$ cat src/usb_ep_status_regs.vh
// Constants of the per-endpoint transaction status block.
// Assumes inclusion by bare name from the design files of this block.
`ifndef USB_EP_STATUS_REGS_VH
`define USB_EP_STATUS_REGS_VH
// Register addresses on the plain register port.
`define ADDR_RX_STATUS 8'he2
`define ADDR_TX_STATUS 8'hf2
`define ADDR_EP_SELECT 8'hf1
`define ADDR_EP_CONTROL 8'he1
`define ADDR_FIFO_FLAGS 8'hf0
// Reset values.
`define STATUS_RESET 8'h00
`define EP_CONTROL_RESET 8'h00
`define EP_CONTROL_EP0_RESET 8'h20
// Transmit status field positions.
`define TX_TOGGLE_BIT 7
`define TX_FLUSHED_BIT 4
`define TX_OVERWRITE_BIT 3
`define TX_VOID_BIT 2
`define TX_ERROR_BIT 1
`define TX_ACKED_BIT 0
// Receive status field positions.
`define RX_TOGGLE_BIT 7
`define RX_SETUP_BIT 6
`define RX_START_OVW_BIT 5
`define RX_END_OVW_BIT 4
`define RX_OVERWRITE_BIT 3
`define RX_VOID_BIT 2
`define RX_ERROR_BIT 1
`define RX_ACKED_BIT 0
// Endpoint control field positions.
`define CTL_RX_STALL_BIT 7
`define CTL_TX_STALL_BIT 6
`define CTL_CONTROL_EP_BIT 5
`define CTL_ISO_BIT 4
// Transmit FIFO flag value that marks a stale packet at SOF.
`define TX_FIFO_STALE 2'h3
// Handshake answer codes.
`define HS_NONE 2'h0
`define HS_ACK 2'h1
`define HS_NAK 2'h2
`define HS_STALL 2'h3
`endif

$ cat src/ep_outcome_slot.v
// One deferred outcome slot: holds a three-bit outcome until SOF.
// Assumes the caller presents capture and release as one-cycle pulses.
`timescale 1ns/10ps
`default_nettype none
module ep_outcome_slot #(
    parameter WIDTH = 3
) (
    input wire clk,
    input wire sys_rst,
    input wire capture,
    input wire [WIDTH-1:0] capture_value,
    input wire release_now,
    output reg pending,
    output reg [WIDTH-1:0] held_value
);
    // A capture in the SOF cycle wins, so a late outcome is kept for the next frame.
    always @(posedge clk or posedge sys_rst) begin
        if (sys_rst) begin
            pending <= 1'b0;
            held_value <= {WIDTH{1'b0}};
        end else if (capture) begin
            pending <= 1'b1;
            held_value <= capture_value;
        end else if (release_now) begin
            pending <= 1'b0;
        end
    end
endmodule
`default_nettype wire

$ cat src/usb_endpoint_transaction_status.v
// Per-endpoint transaction status for a four-endpoint USB function interface.
// Assumes the serial engine gives one-cycle pulses synchronous to clk, tagged with ep.
`timescale 1ns/10ps
`default_nettype none
`include "usb_ep_status_regs.vh"
module usb_endpoint_transaction_status #(
    parameter EP_COUNT = 4,
    parameter EP_BITS = 2
) (
    input wire clk,
    input wire sys_rst,
    input wire [7:0] reg_addr,
    input wire [7:0] reg_wdata,
    input wire reg_write,
    input wire reg_read,
    output reg [7:0] reg_rdata,
    input wire [EP_BITS-1:0] tok_ep,
    input wire tok_setup,
    input wire tok_in,
    input wire tok_out,
    input wire sof,
    input wire tx_fifo_ready,
    input wire rx_fifo_ready,
    input wire [2*EP_COUNT-1:0] tx_fifo_set_flags,
    input wire tx_end,
    input wire tx_ack_seen,
    input wire rx_end,
    input wire rx_bad,
    input wire setup_handshake,
    output reg [1:0] handshake,
    output reg handshake_valid,
    output reg tx_data_toggle,
    output reg [EP_COUNT-1:0] rx_fifo_locked,
    output reg [EP_COUNT-1:0] tx_flush_strobe,
    output reg [EP_COUNT-1:0] rx_fifo_reset
);
    // Per-endpoint status state.
    reg [EP_COUNT-1:0] tx_toggle_bit;
    reg [EP_COUNT-1:0] tx_stale_flushed;
    reg [EP_COUNT-1:0] tx_void_flag;
    reg [EP_COUNT-1:0] tx_error_flag;
    reg [EP_COUNT-1:0] tx_acked_flag;
    reg [EP_COUNT-1:0] rx_toggle_bit;
    reg [EP_COUNT-1:0] setup_received_flag;
    reg [EP_COUNT-1:0] start_overwrite_flag;
    reg [EP_COUNT-1:0] end_overwrite_flag;
    reg [EP_COUNT-1:0] rx_void_flag;
    reg [EP_COUNT-1:0] rx_error_flag;
    reg [EP_COUNT-1:0] rx_acked_flag;
    reg [EP_COUNT-1:0] tx_done_bit;
    reg [EP_COUNT-1:0] rx_done_bit;
    reg [7:0] ep_control [0:EP_COUNT-1];
    reg [EP_BITS-1:0] endpoint_selector;
    reg [EP_BITS-1:0] cur_ep;
    reg in_active;
    reg out_active;
    reg cur_void;
    reg cur_setup;
    wire [7:0] ctl = ep_control[tok_ep];
    wire [7:0] cur_ctl = ep_control[cur_ep];
    wire cur_iso = cur_ctl[`CTL_ISO_BIT];
    wire [EP_COUNT-1:0] tx_slot_pending;
    wire [EP_COUNT-1:0] rx_slot_pending;
    wire [3*EP_COUNT-1:0] tx_slot_value;
    wire [3*EP_COUNT-1:0] rx_slot_value;

    // One-hot decode of an endpoint number, used by several paths.
    function [EP_COUNT-1:0] ep_hot;
        input [EP_BITS-1:0] ep;
        begin
            ep_hot = {{(EP_COUNT-1){1'b0}}, 1'b1} << ep;
        end
    endfunction

    // Outcome triple packing: void, error, ack.
    function [2:0] outcome;
        input v;
        input e;
        input a;
        begin
            outcome = {v, e & ~v, a & ~e & ~v};
        end
    endfunction

    wire rx_locked_now = start_overwrite_flag[tok_ep] | end_overwrite_flag[tok_ep];
    wire wr_tx = reg_write && (reg_addr == `ADDR_TX_STATUS);
    wire wr_rx = reg_write && (reg_addr == `ADDR_RX_STATUS);
    wire [EP_COUNT-1:0] sel_hot = ep_hot(endpoint_selector);
    wire [EP_COUNT-1:0] cur_hot = ep_hot(cur_ep);
    wire [EP_COUNT-1:0] tok_hot = ep_hot(tok_ep);
    wire tx_end_evt = tx_end && in_active;
    wire rx_end_evt = rx_end && out_active;
    wire [2:0] tx_result = outcome(cur_void, ~tx_ack_seen, tx_ack_seen);
    wire [2:0] rx_result = outcome(cur_void, rx_bad, ~rx_bad);

    // Deferred outcome slots for isochronous endpoints.
    genvar g;
    generate
        for (g = 0; g < EP_COUNT; g = g + 1) begin : slot
            ep_outcome_slot #(.WIDTH(3)) tx_slot (
                .clk(clk),
                .sys_rst(sys_rst),
                .capture(tx_end_evt && cur_iso && cur_hot[g]),
                .capture_value(tx_result),
                .release_now(sof),
                .pending(tx_slot_pending[g]),
                .held_value(tx_slot_value[3*g+2:3*g])
            );
            ep_outcome_slot #(.WIDTH(3)) rx_slot (
                .clk(clk),
                .sys_rst(sys_rst),
                .capture(rx_end_evt && cur_iso && cur_hot[g]),
                .capture_value(rx_result),
                .release_now(sof),
                .pending(rx_slot_pending[g]),
                .held_value(rx_slot_value[3*g+2:3*g])
            );
        end
    endgenerate

    // Token handshake decision; setup-received NAK outranks stall.
    always @(posedge clk or posedge sys_rst) begin
        if (sys_rst) begin
            handshake <= `HS_NONE;
            handshake_valid <= 1'b0;
            tx_data_toggle <= 1'b0;
            cur_ep <= {EP_BITS{1'b0}};
            in_active <= 1'b0;
            out_active <= 1'b0;
            cur_void <= 1'b0;
            cur_setup <= 1'b0;
        end else begin
            handshake_valid <= 1'b0;
            handshake <= `HS_NONE;
            if (tok_in) begin
                cur_ep <= tok_ep;
                in_active <= 1'b1;
                cur_setup <= 1'b0;
                tx_data_toggle <= tx_toggle_bit[tok_ep];
                if (setup_received_flag[tok_ep]) begin
                    handshake <= `HS_NAK;
                    handshake_valid <= 1'b1;
                    cur_void <= 1'b0;
                end else if (ctl[`CTL_TX_STALL_BIT]) begin
                    handshake <= `HS_STALL;
                    handshake_valid <= 1'b1;
                    cur_void <= 1'b1;
                end else if (!tx_fifo_ready) begin
                    handshake <= `HS_NAK;
                    handshake_valid <= 1'b1;
                    cur_void <= 1'b1;
                end else begin
                    cur_void <= 1'b0;
                end
            end else if (tok_out || tok_setup) begin
                cur_ep <= tok_ep;
                out_active <= 1'b1;
                cur_setup <= tok_setup;
                if (tok_out && setup_received_flag[tok_ep]) begin
                    handshake <= `HS_NAK;
                    handshake_valid <= 1'b1;
                    cur_void <= 1'b0;
                end else if (tok_out && ctl[`CTL_RX_STALL_BIT] && !ctl[`CTL_CONTROL_EP_BIT]) begin
                    handshake <= `HS_STALL;
                    handshake_valid <= 1'b1;
                    cur_void <= 1'b1;
                end else if (tok_out && (rx_locked_now || !rx_fifo_ready)) begin
                    handshake <= `HS_NAK;
                    handshake_valid <= 1'b1;
                    cur_void <= 1'b1;
                end else begin
                    cur_void <= 1'b0;
                end
            end else begin
                if (tx_end) begin
                    in_active <= 1'b0;
                end
                if (rx_end) begin
                    out_active <= 1'b0;
                    if (!cur_void && !rx_bad) begin
                        handshake <= `HS_ACK;
                        handshake_valid <= 1'b1;
                    end
                end
            end
        end
    end

    // Transmit status flags per endpoint; each process keeps its own loop index.
    always @(posedge clk or posedge sys_rst) begin : tx_flags
        integer i;
        if (sys_rst) begin
            tx_toggle_bit <= {EP_COUNT{1'b0}};
            tx_stale_flushed <= {EP_COUNT{1'b0}};
            tx_void_flag <= {EP_COUNT{1'b0}};
            tx_error_flag <= {EP_COUNT{1'b0}};
            tx_acked_flag <= {EP_COUNT{1'b0}};
            tx_done_bit <= {EP_COUNT{1'b0}};
            tx_flush_strobe <= {EP_COUNT{1'b0}};
        end else begin
            for (i = 0; i < EP_COUNT; i = i + 1) begin
                tx_flush_strobe[i] <= 1'b0;
                if (wr_tx && sel_hot[i] && reg_wdata[`TX_OVERWRITE_BIT]) begin
                    tx_toggle_bit[i] <= reg_wdata[`TX_TOGGLE_BIT];
                end
                // flip on ACK; flip on SETUP
                if ((tx_end_evt && cur_hot[i] && tx_ack_seen && !cur_void)
                        || (tok_setup && tok_hot[i])) begin
                    tx_toggle_bit[i] <= ~tx_toggle_bit[i];
                end
                if ((sof && tx_fifo_set_flags[2*i+1 -: 2] == `TX_FIFO_STALE
                        && ep_control[i][`CTL_ISO_BIT])
                        || (wr_tx && sel_hot[i] && reg_wdata[`TX_FLUSHED_BIT])) begin
                    tx_stale_flushed[i] <= 1'b1;
                    tx_flush_strobe[i] <= 1'b1;
                end
                if (tx_end_evt && cur_hot[i] && !cur_iso) begin
                    {tx_void_flag[i], tx_error_flag[i], tx_acked_flag[i]} <= tx_result;
                    if (!cur_void) begin
                        tx_done_bit[i] <= 1'b1;
                    end
                end else if (sof && tx_slot_pending[i]) begin
                    {tx_void_flag[i], tx_error_flag[i], tx_acked_flag[i]}
                        <= tx_slot_value[3*i+2 -: 3];
                    if (!tx_slot_value[3*i+2]) begin
                        tx_done_bit[i] <= 1'b1;
                    end
                end else if (reg_write && reg_addr == `ADDR_FIFO_FLAGS && reg_wdata[i]) begin
                    tx_done_bit[i] <= 1'b0;
                end
            end
        end
    end

    // Receive status flags and FIFO lock per endpoint.
    always @(posedge clk or posedge sys_rst) begin : rx_flags
        integer i;
        if (sys_rst) begin
            rx_toggle_bit <= {EP_COUNT{1'b0}};
            setup_received_flag <= {EP_COUNT{1'b0}};
            start_overwrite_flag <= {EP_COUNT{1'b0}};
            end_overwrite_flag <= {EP_COUNT{1'b0}};
            rx_void_flag <= {EP_COUNT{1'b0}};
            rx_error_flag <= {EP_COUNT{1'b0}};
            rx_acked_flag <= {EP_COUNT{1'b0}};
            rx_done_bit <= {EP_COUNT{1'b0}};
            rx_fifo_locked <= {EP_COUNT{1'b0}};
            rx_fifo_reset <= {EP_COUNT{1'b0}};
        end else begin
            for (i = 0; i < EP_COUNT; i = i + 1) begin
                rx_fifo_reset[i] <= 1'b0;
                if (wr_rx && sel_hot[i] && reg_wdata[`RX_OVERWRITE_BIT]) begin
                    rx_toggle_bit[i] <= reg_wdata[`RX_TOGGLE_BIT];
                end
                // Software clears setup-received and end-overwrite by writing zero.
                if (wr_rx && sel_hot[i] && !reg_wdata[`RX_SETUP_BIT]) begin
                    setup_received_flag[i] <= 1'b0;
                end
                if (wr_rx && sel_hot[i] && !reg_wdata[`RX_END_OVW_BIT]) begin
                    end_overwrite_flag[i] <= 1'b0;
                end
                if (rx_end_evt && cur_hot[i] && !cur_setup && !cur_void && !rx_bad) begin
                    rx_toggle_bit[i] <= ~rx_toggle_bit[i];
                end
                if (tok_setup && tok_hot[i]) begin
                    setup_received_flag[i] <= 1'b1;
                    rx_toggle_bit[i] <= 1'b1;
                    if (ep_control[i][`CTL_CONTROL_EP_BIT]) begin
                        start_overwrite_flag[i] <= 1'b1;
                        rx_fifo_reset[i] <= 1'b1;
                    end
                end
                if (setup_handshake && cur_hot[i] && start_overwrite_flag[i]) begin
                    start_overwrite_flag[i] <= 1'b0;
                    end_overwrite_flag[i] <= 1'b1;
                end
                rx_fifo_locked[i] <= start_overwrite_flag[i] | end_overwrite_flag[i]
                    | (tok_setup && tok_hot[i] && ep_control[i][`CTL_CONTROL_EP_BIT]);
                if (rx_end_evt && cur_hot[i] && !cur_iso) begin
                    {rx_void_flag[i], rx_error_flag[i], rx_acked_flag[i]} <= rx_result;
                    if (!cur_void) begin
                        rx_done_bit[i] <= 1'b1;
                    end
                end else if (sof && rx_slot_pending[i]) begin
                    {rx_void_flag[i], rx_error_flag[i], rx_acked_flag[i]}
                        <= rx_slot_value[3*i+2 -: 3];
                    if (!rx_slot_value[3*i+2]) begin
                        rx_done_bit[i] <= 1'b1;
                    end
                end else if (reg_write && reg_addr == `ADDR_FIFO_FLAGS
                        && reg_wdata[EP_COUNT+i]) begin
                    rx_done_bit[i] <= 1'b0;
                end
            end
        end
    end

    // Endpoint selector and control registers; endpoint 0 starts as control.
    always @(posedge clk or posedge sys_rst) begin : ep_regs
        integer i;
        if (sys_rst) begin
            endpoint_selector <= {EP_BITS{1'b0}};
            for (i = 0; i < EP_COUNT; i = i + 1) begin
                ep_control[i] <= (i == 0) ? `EP_CONTROL_EP0_RESET : `EP_CONTROL_RESET;
            end
        end else if (reg_write && reg_addr == `ADDR_EP_SELECT) begin
            endpoint_selector <= reg_wdata[EP_BITS-1:0];
        end else if (reg_write && reg_addr == `ADDR_EP_CONTROL) begin
            ep_control[endpoint_selector] <= reg_wdata;
        end
    end

    // Read data stand for one cycle after the strobe; overwrite bits read zero.
    always @(posedge clk or posedge sys_rst) begin
        if (sys_rst) begin
            reg_rdata <= `STATUS_RESET;
        end else if (reg_read) begin
            case (reg_addr)
                `ADDR_TX_STATUS: reg_rdata <= {tx_toggle_bit[endpoint_selector], 2'h0,
                    tx_stale_flushed[endpoint_selector], 1'b0,
                    tx_void_flag[endpoint_selector], tx_error_flag[endpoint_selector],
                    tx_acked_flag[endpoint_selector]};
                `ADDR_RX_STATUS: reg_rdata <= {rx_toggle_bit[endpoint_selector],
                    setup_received_flag[endpoint_selector],
                    start_overwrite_flag[endpoint_selector],
                    end_overwrite_flag[endpoint_selector], 1'b0,
                    rx_void_flag[endpoint_selector], rx_error_flag[endpoint_selector],
                    rx_acked_flag[endpoint_selector]};
                `ADDR_EP_SELECT: reg_rdata <= {{(8-EP_BITS){1'b0}}, endpoint_selector};
                `ADDR_EP_CONTROL: reg_rdata <= ep_control[endpoint_selector];
                `ADDR_FIFO_FLAGS: reg_rdata <= {rx_done_bit, tx_done_bit};
                default: reg_rdata <= 8'h00;
            endcase
        end else begin
            reg_rdata <= 8'h00;
        end
    end
endmodule
`default_nettype wire

$ cat config.mk
export PLATFORM = sky130hd
export DESIGN_NAME = usb_endpoint_transaction_status
export DESIGN_NICKNAME = d
export VERILOG_FILES = /design/src/ep_outcome_slot.v /design/src/usb_endpoint_transaction_status.v
export VERILOG_INCLUDE_DIRS = /design/src
export SDC_FILE = /design/constraint.sdc
export NUM_CORES = 1
export LEC_CHECK = 0
export BUFFER_PORTS_ARGS = -buffer_cell sky130_fd_sc_hd__buf_2
export CELL_PAD_IN_SITES_DETAIL_PLACEMENT = 1
export CELL_PAD_IN_SITES_GLOBAL_PLACEMENT = 1
export CORE_ASPECT_RATIO = 0.8
export CORE_MARGIN = 2
export CORE_UTILIZATION = 43
export DETAILED_ROUTE_END_ITERATION = 10
export GPL_ROUTABILITY_DRIVEN = 0
export PLACE_DENSITY_LB_ADDON = 0.1
export SYNTH_ARGS = -nofsm -noshare
export SYNTH_HDL_FRONTEND = slang
export SYNTH_HIERARCHICAL = 1
export SYNTH_SLANG_ARGS = --single-unit
$ cat constraint.sdc
create_clock -name clk -period 4.84 [get_ports clk]
set_input_delay 1.452 -clock clk [delete_from_list [all_inputs] [get_ports clk]]
set_output_delay 1.452 -clock clk [all_outputs]
set_load 0.05 [all_outputs]
==> impl_metrics.env, run 1 <==
export IMPL_hpwl_um=16500
export IMPL_end_kind="register"
export IMPL_fp_dieH_um=122
export IMPL_met1_usage_pct=36.8
export IMPL_power_density_mw_per_mm2=399
export IMPL_pwr_share_clk_pct=39.7
export IMPL_ios=65
export IMPL_cts_tree="yes"
export IMPL_p_seq_share_pct=45.4
export IMPL_p_leak_nw=4.03
export IMPL_use_met2_pct=40.2
export IMPL_endpoint="ep_control[2]$_DFFE_PP0P_"
export IMPL_grt_pass1_wl_um=35200
export IMPL_overflow=0
export IMPL_drv_cap=0
export IMPL_avgRoutedWirePerCell_um=23.7
export IMPL_finalCritPeriodShare_pct=63.6
export IMPL_cts_root_buf="clkbuf_16"
export IMPL_ctsLongestPathBuffers=2
export IMPL_cpMaxStageDelayCell="nor4b_4"
export IMPL_critical_path_top_delay_family="simple AND/OR/NAND/NOR gates"
export IMPL_cts_buffers=17
export IMPL_syn_nets=679
export IMPL_first_pass_iters=5
export IMPL_r2r_start="cur_ep[0]$_DFFE_PP0P_"
export IMPL_netSwitchingPower_uw=963
export IMPL_yosys_area_top_type_share_pct=50.4
export IMPL_hp_start="tx_stale_flushed[2]$_DFFE_PP0P_"
export IMPL_rows=43
export IMPL_reg2reg_depth=5
export IMPL_avgViaCountPerCell=6.05
export IMPL_cp_slowest_stage_delay_ps=640
export IMPL_stdcell_count=940
export IMPL_num_antenna_cells=0
export IMPL_synth_common_cells="151 x dfrtp_1, 59 x mux2_2, 41 x nor2_1"
export IMPL_layout_nets=743
export IMPL_dieWidth_um=152
export IMPL_start_util_pct=43.6
export IMPL_r2r_setup_slack_ps=1850
export IMPL_worst_pin_slew_ps=1150
export IMPL_min_period_ps=3080
export IMPL_nFillCells=1845
export IMPL_cts_sinks=152
export IMPL_cp_max_fo=9
export IMPL_synth_most_common_cell="dfrtp_1"
export IMPL_vias=5683
export IMPL_synth_flop_cell="dfrtp_1"
export IMPL_port_buffer_count=64
export IMPL_cts_htree_levels=4
export IMPL_synthArstFlopShare_pct=100
export IMPL_grt_start_max_net_pins=55
export IMPL_ys_warn_count=6
export IMPL_required_ps=5150
export IMPL_crit_start="reg_addr[1]"
export IMPL_clk_pin_slew_ps=60
export IMPL_track_usage_pct=25.8
export IMPL_synth_area_mm2=0.00750
export IMPL_syn_mean_instance_area_um2=11.8
export IMPL_critical_path_buf_inv_count=1
export IMPL_r2r_end="slot[0].tx_slot/held_value[0]$_DFFE_PP0P_"
export IMPL_crit_path_start_kind="primary input"
export IMPL_gr_usage_met3_pct=5.58
export IMPL_hold_path_class="reg -> reg"
export IMPL_drc=0
export IMPL_grt_busiest_layer="met2"
export IMPL_cts_hold_buf=0
export IMPL_placed_area_mm2=0.00803
export IMPL_crit_type="in -> reg"
export IMPL_crit_arrival_ps=3390
export IMPL_clkLatencyLatePin_ps=430
export IMPL_drtAntennaViolNets=0
export IMPL_critical_path_depth=5
export IMPL_drtIter0Drc=406
export IMPL_p_sw_share_pct=28.0
export IMPL_post_synth_top_area_cell="dfrtp_1"
export IMPL_p_comb_share_pct=14.9
export IMPL_antenna_found_initial=0
export IMPL_synth_edf_count=0
export IMPL_layout_drive_gt1_share_pct=30.8
export IMPL_hold_viol=0
export IMPL_cts_resized_gates=0
export IMPL_rsz0062_at_grt="false"
export IMPL_synth_cells=638
export IMPL_tns_ps=0
export IMPL_relSlewSlack_pct=23.0
export IMPL_synth_area_leaders="dfrtp_1 50%, mux2_2 8.9%, mux4_2 6.9%"
export IMPL_area_growth_pct=15.0
export IMPL_drt_total_wl_um=22300
export IMPL_maxSlewViolCount=0
export IMPL_fin_area_mm2=0.00863
export IMPL_yosysSeqAreaShare_pct=50.7
export IMPL_outcome="complete, no violations"
export IMPL_core_area_mm2=0.0172
export IMPL_path_cells="buf_2 -> nor4b_4 -> nand4b_4 -> nor2_2 -> mux2_2"
export IMPL_vdd_ir_drop_max_mv=0.163
export IMPL_power_mw=3.45
export IMPL_dp_cells=908
export IMPL_die_area_mm2=0.0185
export IMPL_clock_fmax_mhz=325
export IMPL_skew_ps=9.29
export IMPL_postCtsSetupRepairBufs=0
export IMPL_setup_viol=0
export IMPL_synth_cell_types=56
export IMPL_synth_seq_cells=152
export IMPL_p_int_mw=2.48
export IMPL_fin_util_pct=50.1
export IMPL_grt_pass1_vias=6079
## cell type report
cell class	count	area [um2]	share of cell area, %
sequential	152	3800	44.1
inverter	31	119	1.38
clock inverter	11	146	1.70
multi-input combinational	428	3450	40.0
tap	225	282	3.26
timing repair buffer	72	380	4.41
clock buffer	21	450	5.22
## sequential cells by signal, indices dropped and copies added (netlist names), 8 cells and up
name                     flops
ep_control                  32
reg_rdata                    8
slot.rx_slot/held_value     12
slot.tx_slot/held_value     12
## routing by layer
metal / share of wire [%] / routed length (um)
met4: 1.2 / 275
met1: 47 / 10400
met5: 0 / 0
met2: 46 / 10200
met3: 6.3 / 1390
## cell families after synthesis
family	Yosys count	synth area share, %
compound gates	114	10.5
flops	152	50.7
buf+inv	58	3.32
simple gates	198	14.7
mux	116	20.8
## through the flow
| step | setup slack, ps | hold WS [ps] |
|---|---|---|
| floorplan | 204 | 434 |
| global placement | 1400 | 451 |
| detailed placement | 1380 | 480 |
| CTS | 1810 | 494 |
| global route | 1690 | 505 |
| finish | 1760 | 486 |
## power by group through the flow
stage	combinational (mW)	clock (mW)	sequential [mW]
global route	0.560	1.43	1.58
finish	0.514	1.37	1.56
global placement	0.489	0	1.57
floorplan	0.320	0	1.58
detailed placement	0.510	0	1.58
CTS	0.513	1.38	1.56
## cells in the final DEF (no fill, tap or decap), types with 4 or more instances in the layout
cell type  count
clkbuf_16     17
o21ai_0       32
nand2_1       38
and3_1         5
nand3_1       11
nand2b_1       6
mux2i_1       26
o31ai_1        5
o21bai_1       5
o32a_1         4
or3_1          8
a21oi_1       15
nand3b_1       5
nor2_1        41
or2_2         11
and2_1         6
a211oi_1       8
nor3b_1        9
a21o_2         8
mux4_2        23
buf_2         64
nand4b_1       6
a22oi_1        4
a41oi_1        4
inv_1         30
mux2_2        59
nor4_1        11
dfrtp_1      151
a22o_1         5
o21a_1         8
nand4_1       10
nor3_1        16
mux2_4         8
buf_4          8
## worst min path at each step
stage                                 endpoint  depth (start not counted)
3_5_place_dp   tx_stale_flushed[1]$_DFFE_PP0P_                          1
3_3_place_gp   tx_stale_flushed[3]$_DFFE_PP0P_                          1
4_1_cts        tx_stale_flushed[1]$_DFFE_PP0P_                          1
6_report       tx_stale_flushed[2]$_DFFE_PP0P_                          1
2_1_floorplan  tx_stale_flushed[2]$_DFFE_PP0P_                          1
5_1_grt        tx_stale_flushed[0]$_DFFE_PP0P_                          1
No activity file was read; power rests on OpenSTA's default activity.
==> run 2: changes to the inputs <==
Clock period 4.84 ns to 3 ns, I/O delays scaled along.
==> impl_metrics.env, run 2 (synthesis gave the netlist of run 1 again) <==
export IMPL_crit_type="reg -> reg"
export IMPL_cts_root_buf="clkbuf_16"
export IMPL_rsz0062_at_grt="false"
export IMPL_overflow=0
export IMPL_largest_reg_flops=32
export IMPL_hpwl_um=17200
export IMPL_end_kind="register"
export IMPL_drtIter0Drc=429
export IMPL_vdd_ir_drop_max_mv=0.411
export IMPL_start_util_pct=43.6
export IMPL_cts_htree_levels=4
export IMPL_placed_area_mm2=0.00822
export IMPL_outcome="complete, no violations"
export IMPL_vias=5773
export IMPL_fp_dieH_um=122
export IMPL_skew_ps=12.1
export IMPL_clk_pin_slew_ps=60
export IMPL_clkLatencyLatePin_ps=430
export IMPL_cp_max_fo=18
export IMPL_final_cell_mix="151 x dfrtp_1, 64 x buf_2, 59 x mux2_2"
export IMPL_cts_hold_buf=0
export IMPL_antenna_found_initial=0
export IMPL_grt_pass1_wl_um=36100
export IMPL_reg2reg_depth=5
export IMPL_layout_commonest_cell="dfrtp_1"
export IMPL_grt_start_max_net_pins=52
export IMPL_setup_viol=0
export IMPL_top_regs="ep_control x32, slot.rx_slot/held_value x12, slot.tx_slot/held_value x12"
export IMPL_grt_pass1_vias=6225
export IMPL_finalCritPeriodShare_pct=79.2
export IMPL_largest_register="ep_control"
export IMPL_cts_tree="yes"
export IMPL_fin_area_mm2=0.00883
export IMPL_relSlewSlack_pct=38.9
export IMPL_dieWidth_um=152
export IMPL_worst_pin_slew_ps=910
export IMPL_core_area_mm2=0.0172
export IMPL_r2r_setup_slack_ps=620
export IMPL_r2r_start="cur_ep[0]$_DFFE_PP0P_"
export IMPL_avgViaCountPerCell=6.01
export IMPL_crit_path_start_kind="register"
export IMPL_p_leak_nw=4.15
export IMPL_required_ps=3280
export IMPL_crit_arrival_ps=2650
export IMPL_drtAntennaViolNets=0
export IMPL_r2r_end="tx_done_bit[2]$_DFFE_PP0P_"
export IMPL_port_buffer_count=64
export IMPL_drt_total_wl_um=23000
export IMPL_cts_buffers=17
export IMPL_avgRoutedWirePerCell_um=24.0
export IMPL_rows=43
export IMPL_layout_drive_gt1_share_pct=32.7
export IMPL_fin_util_pct=51.3
export IMPL_num_antenna_cells=0
export IMPL_area_growth_pct=17.6
export IMPL_ctsLongestPathBuffers=2
export IMPL_hold_viol=0
export IMPL_layout_nets=764
export IMPL_min_period_ps=2380
export IMPL_postCtsSetupRepairBufs=0
export IMPL_first_pass_iters=5
export IMPL_hold_path_class="in -> async"
export IMPL_track_usage_pct=26.8
export IMPL_drv_cap=0
export IMPL_tns_ps=0
export IMPL_cts_sinks=152
export IMPL_holdWs_ps=470
export IMPL_die_area_mm2=0.0185
export IMPL_cts_resized_gates=0
export IMPL_clock_fmax_mhz=421
export IMPL_maxSlewViolCount=0
export IMPL_power_density_mw_per_mm2=636
export IMPL_ios=65
export IMPL_drc=0
==> run 2: changes by cell type in the layout (fill, tap and decap cells not counted) <==
cell,previous run,this run
buf_12,0,2
inv_4,1,0
clkinv_2,3,2
buf_4,8,27
clkbuf_8,1,4
inv_6,2,0
==> run 2: stage by stage <==
| stage | std cells | setup WS (ps) | power [mW] |
|---|---|---|---|
| floorplan | 638 | 548 | 3.07 |
| global placement | 929 | 339 | 3.35 |
| detailed placement | 929 | 319 | 3.41 |
| CTS | 960 | 655 | 5.65 |
| global route | 960 | 511 | 5.84 |
| finish | 960 | 623 | 5.61 |
==> run 2: report_power, final <==
| part | switching, mW | internal (mW) | leakage [nW] |
|---|---|---|---|
| clock network | 0.839 | 1.39 | 0.296 |
| logic | 0.485 | 0.368 | 1.94 |
| registers | 0.210 | 2.32 | 1.92 |
| total | 1.53 | 4.08 | 4.15 |
==> run 2: worst max-delay path by stage <==
stage	to	cells after the start	startpoint
3_5_place_dp	rx_toggle_bit[3]$_DFFE_PP0P_	5	reg_addr[0]
2_1_floorplan	ep_control[24]$_DFFE_PP0P_	6	reg_addr[1]
6_report	tx_done_bit[2]$_DFFE_PP0P_	5	cur_ep[0]$_DFFE_PP0P_
5_1_grt	tx_done_bit[2]$_DFFE_PP0P_	5	cur_ep[0]$_DFFE_PP0P_
3_3_place_gp	end_overwrite_flag[2]$_DFFE_PP0P_	5	reg_addr[0]
4_1_cts	tx_done_bit[2]$_DFFE_PP0P_	5	cur_ep[0]$_DFFE_PP0P_
==> run 2: critical path: stages (launching register included) <==
cell      delay, ps
dfrtp_1         410
buf_4           290
mux4_2          700
or2_2           430
a211oi_1        300
a41oi_1          90
==> run 2: layout make-up <==
| type | count | area, um2 |
|---|---|---|
| Multi-Input combinational cell | 428 | 3450 |
| Fill cell | 1842 | 8390 |
| Clock inverter | 7 | 116 |
| Timing Repair Buffer | 93 | 563 |
| Inverter | 31 | 120 |
| Clock buffer | 24 | 492 |
| Sequential cell | 152 | 3800 |
| Tap cell | 225 | 282 |
==> run 2: per-layer routing <==
metal | up-vias | global-route usage, % | share of wire [%]
met5 | - | 0 | 0
met4 | 0 | 7.87 | 1.4
met3 | 26 | 5.66 | 5.8
met2 | 174 | 41.9 | 47
met1 | 3047 | 37.8 | 46
li1 | 2526 | - | -
==> run 3: changes to the inputs <==
Clock period 3 ns to 2.2 ns, I/O delays scaled along.
==> impl_metrics.env, run 3 (synthesis gave the netlist of run 1 again) <==
export IMPL_outcome="complete, no violations"
export IMPL_stdcell_count=995
export IMPL_min_period_ps=2110
export IMPL_finalCritPeriodShare_pct=96.0
export IMPL_port_buffer_count=64
export IMPL_skew_ps=7.30
export IMPL_fp_dieH_um=122
export IMPL_antenna_found_initial=2
export IMPL_crit_path_start_kind="register"
export IMPL_clock_fmax_mhz=474
export IMPL_crit_arrival_ps=2420
export IMPL_critical_path_buf_inv_count=2
export IMPL_postCtsSetupRepairBufs=0
export IMPL_first_pass_iters=5
export IMPL_hold_viol=0
export IMPL_dieWidth_um=152
export IMPL_vias=5836
export IMPL_seq_area_mm2=0.00380
export IMPL_largest_register="ep_control"
export IMPL_layout_commonest_cell="dfrtp_1"
export IMPL_final_cell_mix="151 x dfrtp_1, 64 x buf_2, 59 x mux2_2, 59 x buf_4, 41 x nor2_1"
export IMPL_drtAntennaViolNets=0
export IMPL_clk_pin_slew_ps=60
export IMPL_drv_cap=0
export IMPL_placed_area_mm2=0.00848
export IMPL_rsz0062_at_grt="false"
export IMPL_avgViaCountPerCell=5.87
export IMPL_multiInputGateArea_mm2=0.00345
export IMPL_track_usage_pct=26.7
export IMPL_grt_start_max_net_pins=75
export IMPL_worst_pin_slew_ps=694
export IMPL_top_regs="ep_control x32, slot.rx_slot/held_value x12, slot.tx_slot/held_value x12"
export IMPL_clkLatencyLatePin_ps=430
export IMPL_cts_resized_gates=0
export IMPL_rows=43
export IMPL_relSlewSlack_pct=53.7
export IMPL_area_growth_pct=21.8
export IMPL_p_leak_nw=4.33
export IMPL_layout_nets=797
export IMPL_crit_type="reg -> reg"
export IMPL_setup_viol=0
export IMPL_maxSlewViolCount=0
export IMPL_critical_path_top_delay_family="flip-flops"
export IMPL_power_mw=7.92
export IMPL_required_ps=2510
export IMPL_cpMaxStageDelayCell="dfrtp_1"
export IMPL_fin_area_mm2=0.00914
export IMPL_ios=65
export IMPL_grt_pass1_vias=6202
export IMPL_cpMostUsedCell="buf_4"
export IMPL_dp_cells=962
export IMPL_cts_root_buf="clkbuf_16"
export IMPL_cts_hold_buf=0
export IMPL_largest_reg_flops=32
export IMPL_drtIter0Drc=413
export IMPL_avgRoutedWirePerCell_um=23.2
export IMPL_drt_total_wl_um=23100
export IMPL_cts_sinks=152
export IMPL_overflow=0
export IMPL_start_util_pct=43.6
export IMPL_cp_max_fo=13
export IMPL_cp_slowest_stage_delay_ps=790
export IMPL_end_kind="register"
export IMPL_tns_ps=0
export IMPL_core_area_mm2=0.0172
export IMPL_die_area_mm2=0.0185
export IMPL_layout_drive_gt1_share_pct=35.3
export IMPL_ctsLongestPathBuffers=2
export IMPL_vdd_ir_drop_max_mv=0.477
export IMPL_drc=0
export IMPL_path_cells="buf_4 -> buf_4 -> mux4_2 -> a22o_1 -> a22oi_1 -> nor2_1"
export IMPL_power_density_mw_per_mm2=867
export IMPL_cts_htree_levels=4
export IMPL_cts_buffers=17
export IMPL_nFillCells=1848
export IMPL_grt_pass1_wl_um=36300
export IMPL_hold_path_class="in -> async"
export IMPL_cts_tree="yes"
export IMPL_hpwl_um=17400
==> run 3: changes by cell type in the layout (fill, tap and decap cells not counted), sizes merged <==
cell	before	now
diode	0	2
clkinvlp	2	1
clkbuf	24	23
buf	93	126
bufinv	3	6
clkinv	3	2
==> run 3: area by class of cell <==
class,count,area share [%]
antenna,2,0.0548
clock buffer,23,5.01
clock inverter,8,2.12
inverter,31,1.31
multi-input combinational,428,37.7
sequential,152,41.7
tap,225,3.08
timing repair buffer,126,9.01
==> run 3: power by group <==
part / total (mW) / internal, mW / switching (mW)
Combinational: 1.21 / 0.537 / 0.668
Sequential: 3.44 / 3.16 / 0.274
Clock: 3.28 / 2.15 / 1.13
Total: 7.92 / 5.85 / 2.07
==> run 3: metal layers <==
metal  vias up  track usage (%)  wire [um]
li1       2600                -          -
met3        29             5.96       1580
met1      3003             38.0      10600
met5         -                0          0
met4         0             7.52        345
met2       204             41.2      10600
==> run 3: worst register-to-register path, delay by kind of cell (launching register included) <==
family / cells / cell delay (ps)
compound gates: 2 / 480
buf+inv: 2 / 370
flops: 1 / 790
mux: 1 / 280
simple gates: 1 / 60
==> run 3: worst paths after layout <==
path,startpoint,end,slack (ps),cells after the start
min in group clk,tx_stale_flushed[1]$_DFFE_PP0P_,tx_stale_flushed[1]$_DFFE_PP0P_,470,1
min reg2reg,tx_stale_flushed[1]$_DFFE_PP0P_,tx_stale_flushed[1]$_DFFE_PP0P_,470,1
max,endpoint_selector[1]$_DFFE_PP0N_,reg_rdata[6]$_DFF_PP0_,90,6
min,sys_rst,slot[2].tx_slot/held_value[2]$_DFFE_PP0P_,230,2
max in group asynchronous,sys_rst,ep_control[29]$_DFFE_PP1P_,1270,3
max reg2reg,endpoint_selector[1]$_DFFE_PP0N_,reg_rdata[6]$_DFF_PP0_,90,6
==> run 3: per-stage QoR <==
stage / util [%] / hold WS (ps) / setup WS (ps)
3_3_place_gp: 49.2 / 449 / -126
4_1_cts: 53.0 / 229 / 116
6_report: 53.1 / 233 / 88.7
3_5_place_dp: 49.2 / 452 / -202
5_1_grt: 53.0 / 246 / 22.9
2_1_floorplan: - / 426 / 43.6
